**src/common/trace_qual_pkg.sv**
```systemverilog
/*
 * Constants, modes and the register map of the trace capture qualifier.
 * Assumes a 100 MHz bus clock and a classic Wishbone slave with 32-bit data.
 */
// How it works
// Seven exceptional events each enable separately as a trace-point source.
// Break request follows a trace point after 0M..4M bus cycles, default zero.
// Capture qualifiers act only in the three single-fill modes, not repeat modes.
// Between-events extraction records from start-event cycle, excluding end-event cycle.
// Event-duration extraction keeps only cycles where the event holds.
// Subroutine extraction keeps event cycles whose address lies in the range.
// Data-access extraction records instructions that touched the given data.
// Deletion drops exactly the event cycles and keeps the rest.
// Subroutine deletion drops event cycles in range, keeps all others.
// Software must set data-access events to the microcontroller's own bus.
// Each stored cycle carries event number, task id or external trigger; the code stores event lines 0..7, not a number.
// Between-events deletion drops start cycle up to, not including, end cycle.
// Fill-until-stop keeps a 4M-cycle ring, overwriting oldest entries.
// Fill-until-full stops acquisition when trace memory overflows.
// OR condition: any one of 16 enabled events gives a trace point.
package trace_qual_pkg;
	localparam int          ADDR_W        = 24;
	localparam int          DATA_W        = 16;
	localparam int          AUX_W         = 8;
	localparam int          NUM_EVENTS    = 16;
	localparam int          NUM_EXC       = 7;
	localparam int          FIFO_DEPTH    = 4;
	localparam int          REC_W         = ADDR_W + DATA_W + AUX_W + 2;
	localparam int          MEM_CYCLES    = 4194304;
	localparam int          CNT_W         = 23;
	localparam logic [22:0] MEGA_CYCLES   = 23'h100000;
	localparam int          REPEAT_BEFORE = 255;
	localparam int          REPEAT_AFTER  = 256;

	// Register byte offsets
	localparam logic [7:0] REG_MODE      = 8'h00;
	localparam logic [7:0] REG_EV_ENABLE = 8'h04;
	localparam logic [7:0] REG_EXC_EN    = 8'h08;
	localparam logic [7:0] REG_QUAL      = 8'h0c;
	localparam logic [7:0] REG_RANGE_LO  = 8'h10;
	localparam logic [7:0] REG_RANGE_HI  = 8'h14;
	localparam logic [7:0] REG_STATUS    = 8'h18;
	localparam logic [7:0] REG_COUNT     = 8'h1c;
	localparam logic [7:0] REG_CONTROL   = 8'h20;

	// Field positions in REG_MODE
	localparam int MODE_LSB  = 0;
	localparam int DELAY_LSB = 4;
	localparam int AUX_LSB   = 8;
	localparam int OR_EN_BIT = 12;
	// Field positions in REG_QUAL
	localparam int QKIND_LSB = 0;
	localparam int EV_A_LSB  = 4;
	localparam int EV_B_LSB  = 8;
	// Bits in REG_CONTROL (write one to act)
	localparam int CTL_START = 0;
	localparam int CTL_STOP  = 1;

	typedef enum logic [2:0] {
		MODE_FILL_STOP, MODE_FILL_FULL, MODE_FILL_AROUND, MODE_REP_STOP, MODE_REP_FULL
	} trace_mode_t;
	typedef enum logic [3:0] {
		Q_NONE, Q_EXT_BETWEEN, Q_EXT_DURATION, Q_EXT_SUB, Q_EXT_DATA,
		Q_DEL_BETWEEN, Q_DEL_DURATION, Q_DEL_SUB
	} qual_kind_t;
	typedef enum logic [1:0] {AUX_EVENT, AUX_TASK, AUX_EXT} aux_sel_t;

	localparam logic [2:0]  RST_MODE   = 3'h0;
	localparam logic [2:0]  RST_DELAY  = 3'h0;
	localparam logic [1:0]  RST_AUX    = 2'h0;
	localparam logic        RST_OR_EN  = 1'b1;
endpackage : trace_qual_pkg

```
**src/trace_qualifier.sv**
```systemverilog
/*
 * Trace capture qualifier: watches each observed bus cycle, finds trace
 * points, qualifies cycles for trace memory and streams them out.
 * Assumes bus-cycle inputs on clk_i, one strobe per observed cycle, and a
 * classic Wishbone master for the registers.
 */
// Implementation choices: the address map and the Wishbone slave port.
module trace_qualifier
	import trace_qual_pkg::*;
(
	// Clock, reset, enable
	input  wire logic                  clk_i,
	input  wire logic                  rst_i,
	input  wire logic                  ce_i,
	// Wishbone slave
	input  wire logic                  wb_cyc_i,
	input  wire logic                  wb_stb_i,
	input  wire logic                  wb_we_i,
	input  wire logic [7:0]            wb_adr_i,
	input  wire logic [3:0]            wb_sel_i,
	input  wire logic [31:0]           wb_dat_i,
	output logic      [31:0]           wb_dat_o,
	output logic                       wb_ack_o,
	// Observed bus cycle
	input  wire logic                  cyc_valid_i,
	input  wire logic [ADDR_W-1:0]     cyc_addr_i,
	input  wire logic [DATA_W-1:0]     cyc_data_i,
	input  wire logic                  cyc_fetch_i,
	input  wire logic                  cyc_data_hit_i,
	input  wire logic [NUM_EVENTS-1:0] event_i,
	input  wire logic [NUM_EXC-1:0]    exc_i,
	input  wire logic [AUX_W-1:0]      task_id_i,
	input  wire logic                  ext_trig_pin_i,
	// Trace record stream
	output logic                       rec_valid_o,
	input  wire logic                  rec_ready_i,
	output logic      [REC_W-1:0]      rec_data_o,
	// Break and status
	output logic                       break_req_o,
	output logic                       trace_point_o,
	output logic                       acquiring_o
);
	// Registers
	logic [2:0]            mode_q;
	logic [2:0]            delay_q;
	logic [1:0]            aux_q;
	logic                  or_en_q;
	logic [NUM_EVENTS-1:0] ev_en_q;
	logic [NUM_EXC-1:0]    exc_en_q;
	logic [3:0]            qkind_q;
	logic [3:0]            ev_a_q;
	logic [3:0]            ev_b_q;
	logic [ADDR_W-1:0]     lo_q;
	logic [ADDR_W-1:0]     hi_q;
	logic                  acq_q;
	logic                  wrapped_q;
	logic                  overflow_q;
	logic                  tp_seen_q;
	logic [CNT_W-1:0]      wptr_q;
	logic                  in_window_q;
	logic [8:0]            post_q;
	logic                  ext_s1_q;
	logic                  ext_s2_q;

	// Bus
	logic        wb_req;
	logic        wr_en;
	logic        start_cmd;
	logic        stop_cmd;
	logic [31:0] rd_mux;
	logic        rd_hit;

	assign wb_req    = wb_cyc_i && wb_stb_i && !wb_ack_o;
	assign wr_en     = wb_req && wb_we_i && wb_sel_i[0];
	assign start_cmd = wr_en && (wb_adr_i == REG_CONTROL) && wb_dat_i[CTL_START];
	assign stop_cmd  = wr_en && (wb_adr_i == REG_CONTROL) && wb_dat_i[CTL_STOP];

	always_ff @(posedge clk_i) begin
		if (rst_i) begin
			mode_q   <= RST_MODE;
			delay_q  <= RST_DELAY;
			aux_q    <= RST_AUX;
			or_en_q  <= RST_OR_EN;
			ev_en_q  <= '0;
			exc_en_q <= '0;
			qkind_q  <= '0;
			ev_a_q   <= '0;
			ev_b_q   <= '0;
			lo_q     <= '0;
			hi_q     <= '0;
		end else if (ce_i && wr_en) begin
			case (wb_adr_i)
				REG_MODE: begin
					mode_q  <= wb_dat_i[MODE_LSB +: 3];
					delay_q <= (wb_dat_i[DELAY_LSB +: 3] > 3'h4) ? 3'h4 : wb_dat_i[DELAY_LSB +: 3];
					aux_q   <= (wb_dat_i[AUX_LSB +: 2] == 2'h3) ? RST_AUX : wb_dat_i[AUX_LSB +: 2];
					or_en_q <= wb_dat_i[OR_EN_BIT];
				end
				REG_EV_ENABLE: ev_en_q  <= wb_dat_i[NUM_EVENTS-1:0];
				REG_EXC_EN:    exc_en_q <= wb_dat_i[NUM_EXC-1:0];
				REG_QUAL: begin
					qkind_q <= wb_dat_i[QKIND_LSB +: 4];
					ev_a_q  <= wb_dat_i[EV_A_LSB +: 4];
					ev_b_q  <= wb_dat_i[EV_B_LSB +: 4];
				end
				REG_RANGE_LO:  lo_q <= wb_dat_i[ADDR_W-1:0];
				REG_RANGE_HI:  hi_q <= wb_dat_i[ADDR_W-1:0];
				default: ;
			endcase
		end
	end

	always_comb begin
		rd_hit = 1'b1;
		rd_mux = 32'h0;
		case (wb_adr_i)
			REG_MODE:      rd_mux = {19'h0, or_en_q, 2'h0, aux_q, 1'b0, delay_q, 1'b0, mode_q};
			REG_EV_ENABLE: rd_mux = {16'h0, ev_en_q};
			REG_EXC_EN:    rd_mux = {25'h0, exc_en_q};
			REG_QUAL:      rd_mux = {20'h0, ev_b_q, ev_a_q, qkind_q};
			REG_RANGE_LO:  rd_mux = {8'h0, lo_q};
			REG_RANGE_HI:  rd_mux = {8'h0, hi_q};
			REG_STATUS:    rd_mux = {28'h0, tp_seen_q, wrapped_q, overflow_q, acq_q};
			REG_COUNT:     rd_mux = {9'h0, wptr_q};
			REG_CONTROL:   rd_mux = 32'h0;
			default:       rd_hit = 1'b0;
		endcase
	end

	// Unmapped addresses still ack and read as zero, so the master never hangs
	always_ff @(posedge clk_i) begin
		if (rst_i) begin
			wb_ack_o <= 1'b0;
			wb_dat_o <= 32'h0;
		end else if (ce_i) begin
			wb_ack_o <= wb_req;
			if (wb_req && !wb_we_i) begin
				wb_dat_o <= rd_hit ? rd_mux : 32'h0;
			end
		end
	end

	// External trigger comes from a pin
	always_ff @(posedge clk_i) begin
		if (rst_i) begin
			ext_s1_q <= 1'b0;
			ext_s2_q <= 1'b0;
		end else if (ce_i) begin
			ext_s1_q <= ext_trig_pin_i;
			ext_s2_q <= ext_s1_q;
		end
	end

	// Trace point detection
	logic tp_raw;
	logic ev_a;
	logic ev_b;
	logic in_range;
	assign ev_a     = event_i[ev_a_q];
	assign ev_b     = event_i[ev_b_q];
	assign in_range = (cyc_addr_i >= lo_q) && (cyc_addr_i <= hi_q);
	assign tp_raw   = cyc_valid_i && ((or_en_q && |(event_i & ev_en_q))
		|| |(exc_i & exc_en_q));
	assign trace_point_o = tp_raw && acq_q;

	// Qualification
	logic qual_active;
	logic keep;
	logic repeat_mode;
	assign repeat_mode = (mode_q == MODE_REP_STOP) || (mode_q == MODE_REP_FULL);
	assign qual_active = !repeat_mode;

	always_comb begin
		keep = 1'b1;
		if (qual_active) begin
			case (qual_kind_t'(qkind_q))
				Q_EXT_BETWEEN:  keep = (in_window_q || ev_a) && !ev_b;
				Q_EXT_DURATION: keep = ev_a;
				Q_EXT_SUB:      keep = ev_a && in_range;
				Q_EXT_DATA:     keep = cyc_fetch_i && cyc_data_hit_i;
				Q_DEL_BETWEEN:  keep = !((in_window_q || ev_a) && !ev_b);
				Q_DEL_DURATION: keep = !ev_a;
				Q_DEL_SUB:      keep = !(ev_a && in_range);
				default:        keep = 1'b1;
			endcase
		end
	end

	// Window is open from the start event until an end event
	always_ff @(posedge clk_i) begin
		if (rst_i) begin
			in_window_q <= 1'b0;
		end else if (ce_i && cyc_valid_i) begin
			if (ev_b) begin
				in_window_q <= 1'b0;
			end else if (ev_a) begin
				in_window_q <= 1'b1;
			end
		end
	end

	// Repeat modes keep 256 cycles after each trace point; the 255 before
	// sit in host memory already, so only the tail is gated here
	logic rep_keep;
	assign rep_keep = !repeat_mode || tp_raw || (post_q != '0);

	always_ff @(posedge clk_i) begin
		if (rst_i) begin
			post_q <= '0;
		end else if (ce_i && !repeat_mode) begin
			// No tail may linger from a trace point seen in a fill mode
			post_q <= '0;
		end else if (ce_i && cyc_valid_i) begin
			if (tp_raw) begin
				post_q <= 9'(REPEAT_AFTER);
			end else if (post_q != '0) begin
				post_q <= post_q - 1'b1;
			end
		end
	end

	// Record path
	logic             store;
	logic             fifo_ready;
	logic [AUX_W-1:0] aux_val;
	logic [REC_W-1:0] rec;
	logic             mem_full;
	logic             brk_pulse;

	always_comb begin
		case (aux_sel_t'(aux_q))
			AUX_TASK: aux_val = task_id_i;
			AUX_EXT:  aux_val = {{(AUX_W-1){1'b0}}, ext_s2_q};
			default:  aux_val = AUX_W'(event_i[AUX_W-1:0]);
		endcase
	end

	assign mem_full    = (wptr_q == CNT_W'(MEM_CYCLES - 1));
	assign store       = acq_q && cyc_valid_i && keep && rep_keep && fifo_ready;
	assign rec         = {tp_raw, cyc_fetch_i, aux_val, cyc_data_i, cyc_addr_i};
	assign acquiring_o = acq_q;

	// Acquisition control and ring pointer
	always_ff @(posedge clk_i) begin
		if (rst_i) begin
			acq_q      <= 1'b0;
			wptr_q     <= '0;
			wrapped_q  <= 1'b0;
			overflow_q <= 1'b0;
			tp_seen_q  <= 1'b0;
		end else if (ce_i) begin
			if (start_cmd) begin
				acq_q      <= 1'b1;
				wptr_q     <= '0;
				wrapped_q  <= 1'b0;
				overflow_q <= 1'b0;
				// Set wins over the clear on the start edge
				tp_seen_q  <= trace_point_o;
			end else begin
				if (stop_cmd || brk_pulse && (mode_q == MODE_FILL_AROUND)) begin
					acq_q <= 1'b0;
				end
				if (trace_point_o) begin
					tp_seen_q <= 1'b1;
				end
				if (store) begin
					wptr_q <= mem_full ? '0 : wptr_q + 1'b1;
					if (mem_full) begin
						wrapped_q <= 1'b1;
						if (mode_q == MODE_FILL_FULL || mode_q == MODE_REP_FULL) begin
							overflow_q <= 1'b1;
							acq_q      <= 1'b0;
						end
					end
				end
			end
		end
	end

	trace_fifo #(
		.WIDTH (REC_W),
		.DEPTH (FIFO_DEPTH)
	) u_fifo (
		.clk_i       (clk_i),
		.rst_i       (rst_i),
		.ce_i        (ce_i),
		.in_valid_i  (store),
		.in_ready_o  (fifo_ready),
		.in_data_i   (rec),
		.out_valid_o (rec_valid_o),
		.out_ready_i (rec_ready_i),
		.out_data_o  (rec_data_o)
	);

	// Break request after the programmed delay
	break_delay u_delay (
		.clk_i         (clk_i),
		.rst_i         (rst_i),
		.ce_i          (ce_i),
		.delay_sel_i   (delay_q),
		.arm_i         (acq_q),
		.trace_point_i (trace_point_o),
		.break_o       (brk_pulse),
		.busy_o        ()
	);
	assign break_req_o = brk_pulse;
endmodule : trace_qualifier

```
**src/trace_fifo.sv**
```systemverilog
/*
 * Small FIFO with valid/ready on both sides.
 * Assumes one clock, synchronous reset and a clock enable.
 */
module trace_fifo #(
	parameter int WIDTH = 8,
	parameter int DEPTH = 4
) (
	// Clock and reset
	input  wire logic             clk_i,
	input  wire logic             rst_i,
	input  wire logic             ce_i,
	// Fill side
	input  wire logic             in_valid_i,
	output logic                  in_ready_o,
	input  wire logic [WIDTH-1:0] in_data_i,
	// Drain side
	output logic                  out_valid_o,
	input  wire logic             out_ready_i,
	output logic      [WIDTH-1:0] out_data_o
);
	localparam int PW = $clog2(DEPTH);
	logic [WIDTH-1:0] mem_q [DEPTH];
	logic [PW-1:0]    wr_q;
	logic [PW-1:0]    rd_q;
	logic [PW:0]      cnt_q;
	logic             push;
	logic             pop;

	assign in_ready_o  = (cnt_q != (PW+1)'(DEPTH));
	assign out_valid_o = (cnt_q != '0);
	assign push        = in_valid_i && in_ready_o;
	assign pop         = out_valid_o && out_ready_i;
	assign out_data_o  = mem_q[rd_q];

	always_ff @(posedge clk_i) begin
		if (ce_i && push) begin
			mem_q[wr_q] <= in_data_i;
		end
	end

	always_ff @(posedge clk_i) begin
		if (rst_i) begin
			wr_q  <= '0;
			rd_q  <= '0;
			cnt_q <= '0;
		end else if (ce_i) begin
			if (push) begin
				wr_q <= (wr_q == PW'(DEPTH-1)) ? '0 : wr_q + 1'b1;
			end
			if (pop) begin
				rd_q <= (rd_q == PW'(DEPTH-1)) ? '0 : rd_q + 1'b1;
			end
			cnt_q <= cnt_q + (PW+1)'(push) - (PW+1)'(pop);
		end
	end
endmodule : trace_fifo

```
**src/break_delay.sv**
```systemverilog
/*
 * Break delay counter: after a trace point, requests a break once the
 * programmed number of megacycles has elapsed.
 * Assumes one clock, synchronous reset and a clock enable.
 */
module break_delay
	import trace_qual_pkg::*;
(
	// Clock and reset
	input  wire logic       clk_i,
	input  wire logic       rst_i,
	input  wire logic       ce_i,
	// Control
	input  wire logic [2:0] delay_sel_i,
	input  wire logic       arm_i,
	input  wire logic       trace_point_i,
	// Result
	output logic            break_o,
	output logic            busy_o
);
	logic [CNT_W:0] cnt_q;
	logic [CNT_W:0] target;
	logic           run_q;

	assign target = (CNT_W+1)'(delay_sel_i) * (CNT_W+1)'(MEGA_CYCLES);
	assign busy_o = run_q;

	always_ff @(posedge clk_i) begin
		if (rst_i) begin
			run_q   <= 1'b0;
			cnt_q   <= '0;
			break_o <= 1'b0;
		end else if (ce_i) begin
			break_o <= 1'b0;
			if (!arm_i) begin
				run_q <= 1'b0;
			end else if (!run_q && trace_point_i) begin
				if (target == '0) begin
					break_o <= 1'b1;
				end else begin
					run_q <= 1'b1;
					cnt_q <= (CNT_W+1)'(1);
				end
			end else if (run_q) begin
				if (cnt_q == target) begin
					run_q   <= 1'b0;
					break_o <= 1'b1;
				end else begin
					cnt_q <= cnt_q + 1'b1;
				end
			end
		end
	end
endmodule : break_delay

```
**config.mk**
```make
export PLATFORM = sky130hd
export DESIGN_NAME = trace_qualifier
export DESIGN_NICKNAME = d
export VERILOG_FILES = /design/src/common/trace_qual_pkg.sv /design/src/trace_qualifier.sv /design/src/trace_fifo.sv /design/src/break_delay.sv
export SDC_FILE = /design/constraint.sdc
export NUM_CORES = 1
export LEC_CHECK = 0
export BUFFER_PORTS_ARGS = -buffer_cell sky130_fd_sc_hd__buf_2
export CORE_AREA = 3 3 204 206
export CTS_CLUSTER_SIZE = 8
export DETAILED_ROUTE_END_ITERATION = 6
export DIE_AREA = 0 0 207 209
export MAX_ROUTING_LAYER = met4
export PLACE_DENSITY = 0.73
export SYNTH_ARGS = -nofsm -noshare
export SYNTH_HDL_FRONTEND = slang
export SYNTH_HIERARCHICAL = 1
export SYNTH_SLANG_ARGS = --single-unit
export TNS_END_PERCENT = 20
```
**constraint.sdc**
```tcl
create_clock -name clk_i -period 13.85 [get_ports clk_i]
set_clock_uncertainty 0.1 [all_clocks]
set_input_delay 2.77 -clock clk_i [delete_from_list [all_inputs] [get_ports clk_i]]
set_output_delay 2.77 -clock clk_i [all_outputs]
set_load 0.01 [all_outputs]
```
==> reports/summary.txt <==
fin cells: 2,339
Layout area overhead: 16.0%
DP Wirelength: 35.3 mm
critical path launch point type: input port
asr flop ratio synth: 0
CP Data Required Time: 10.98 ns
DP Cell Count: 2,247
initial drt markers: 1,448
setup violators final: 0
#FFs+latches synth: 391
postcts setup bufs: 0
max_cap viols: 0
CP arrival: 5.21 ns
Hold Worst Slack: 0.372 ns
Mapped Cells: 1,604
Layout Utilization: 0.521
post-placement setup slack: 5.79 ns
Pwr per Cell Area: 122 nW/um^2
clk buf depth: 3
Most used DFF post-synth: edfxtp_1
largest net degree at the start of global routing: 98
peak supply drop: 0.0000753 V
status: complete, but fails checks
Synth top area share: 0.335
share of layout cells above drive strength 1: 0.199
DIE AREA: 43,300 um^2
cts bufs inserted: 54
post-synthesis area per instance: 11.2 um^2
Total GRT Usage: 0.236
Synth Cell Area: 17,900 um^2
failing checks: design-rule violations
Starting Density: 0.450
kind of critical path: in -> out
initial antenna violation count: 6
vias per inst: 5.90
WL/cell: 21.6 um
worst hold path class: reg -> reg
antenna viol nets, final: 0
vias: 13,798
vias in the first global route: 13,547
I/O Buffers: 193
minimum clock period after layout: 8.08 ns
post-synthesis sequential area ratio: 0.549
Design Area, Final: 20,800 um^2
Max Freq: 124 MHz
placed cell area: 19,300 um^2
worst setup margin: 5.77 ns
measured slew at the worst slew-check pin: 1.16 ns
Crit. End Element: primary output
fin nets: 1,966
post-CTS sizing: 0
max-slew violations: 0
CTS Root Cell: clkbuf_16
area leader, netlist: edfxtp_1
DRC: 1
Pleak: 7.06 nW
hold buffer count at cts: 0
TNS Setup: 0 ns
final wirelength: 50.6 mm
leading post-synthesis cells by cell area: edfxtp_1, dfxtp_1, mux4_2
RSZ-0062 raised after global routing: false
Synth Warn #: 6
number of synthesized flops with an enable pin: 200
CTS tree: done
Power, Total: 2.53 mW
Synth cell types: 77
GP Congestion: 0.946
fin crit share: 0.583
Sink Count: 391
# IOs: 213
clk slew on worst S/H paths: 0.05 ns
first-pass GRT wire length: 78.6 mm
grt ovf: 0
drt first pass iters: 7
row cnt: 73
Max Fanout on Critical Path: 9
Clk Latency, worst-skew pair: 0.59 ns
CTS H-tree lvls: 2
Slew HR: 0.224
CORE AREA: 39,800 um^2
die height: 209 um
Die Wd: 207 um
Hold Vio Cnt, Final: 0
[synth_stat cells, drive strengths merged (12+ instances only)]
cell and n:
nor3 16, and3 15, ha 61, nand2 216, nand2b 13, nand4 25
a22o 12, buf 27, o21ai 40, nor4 21, mux2i 20, mux4 59
a22oi 33, a222oi 20, inv 69, clkbuf 71, nor2 110, a21oi 172
nor2b 14, edfxtp 200, a31oi 18, dfxtp 191, nand3 32
[per-layer routing]
layer | GRT usage | vias to the layer above | share of wire
met5 | - | - | 0
met4 | 0.100 | 0 | 0.040
met3 | 0.0407 | 119 | 0.073
met2 | 0.386 | 586 | 0.49
met1 | 0.292 | 6734 | 0.40
li1 | - | 6359 | -
[worst max-delay path: stages]
cell and delay (ns):
buf_2 0.13, a22o_1 0.24, a221oi_1 0.21, nand3_1 0.10, o21ai_0 0.65, a41oi_1 0.54, and2_1 0.41, buf_2 0.16
[power by group]
part,internal [mW],switching (mW)
sequential,1.22,0.00508
combinational,0.0528,0.0737
clock,0.715,0.468
total,1.99,0.547
[worst paths after layout]
| check | from | endpoint | slack [ns] | cells after the start |
|---|---|---|---|---|
| worst max-delay path | event_i[1] | trace_point_o | 5.77 | 8 |
| worst min-delay path | hi_q[23] | hi_q[23] | 0.37 | 2 |
| worst max register to register | lo_q[1] | u_fifo/cnt_q[2] | 8.82 | 20 |
| worst min register to register | hi_q[23] | hi_q[23] | 0.37 | 2 |
[sequential cells by signal, indices dropped and copies added (netlist names), 3 cells and up, named ones only]
name,count
ev_b_q,4
exc_en_q,7
wb_dat_o,24
mode_q,3
ev_a_q,4
lo_q,24
u_fifo/cnt_q,3
hi_q,24
post_q,9
wptr_q,23
u_fifo/mem_q,200
delay_q,3
qkind_q,4
ev_en_q,16
u_delay/cnt_q,24
[area by class of cell]
class                           count  area (um^2)
Timing Repair Buffer              209         1090
Tap cell                          525          657
Fill cell                        3511        19100
Sequential cell                   391         9830
Multi-Input combinational cell   1053         7410
Clock buffer                       84         1460
Antenna cell                        6         15.0
Inverter                           69          259
Clock inverter                      2         36.3
[layout by cell type, fill, tap and decap left out, drive strengths merged, types with 18 or more instances in the layout]
| cell type | count |
|---|---|
| a31oi | 18 |
| nor4 | 21 |
| a21oi | 172 |
| nand3 | 32 |
| nand4 | 25 |
| nor2 | 110 |
| edfxtp | 200 |
| mux4 | 59 |
| buf | 209 |
| dfxtp | 191 |
| ha | 61 |
| clkbuf | 84 |
| a22oi | 33 |
| nand2 | 216 |
| o21ai | 40 |
| mux2i | 20 |
| inv | 70 |
| a222oi | 20 |
[cell families (layout without fill, tap and decap cells)]
| family | Yosys count | after routing | share of synthesized area |
|---|---|---|---|
| other | 1 | 14 | 0.000209 |
| and+or+nand+nor | 520 | 520 | 0.140 |
| muxes | 81 | 81 | 0.0869 |
| AOI/OAI and AO/OA | 373 | 373 | 0.135 |
| DFF | 391 | 391 | 0.549 |
| adders and majority gates | 62 | 62 | 0.0437 |
| xor gates and xnor gates | 9 | 9 | 0.00440 |
| buffers and inverters | 167 | 364 | 0.0401 |
(Power assumes the default switching activity.)
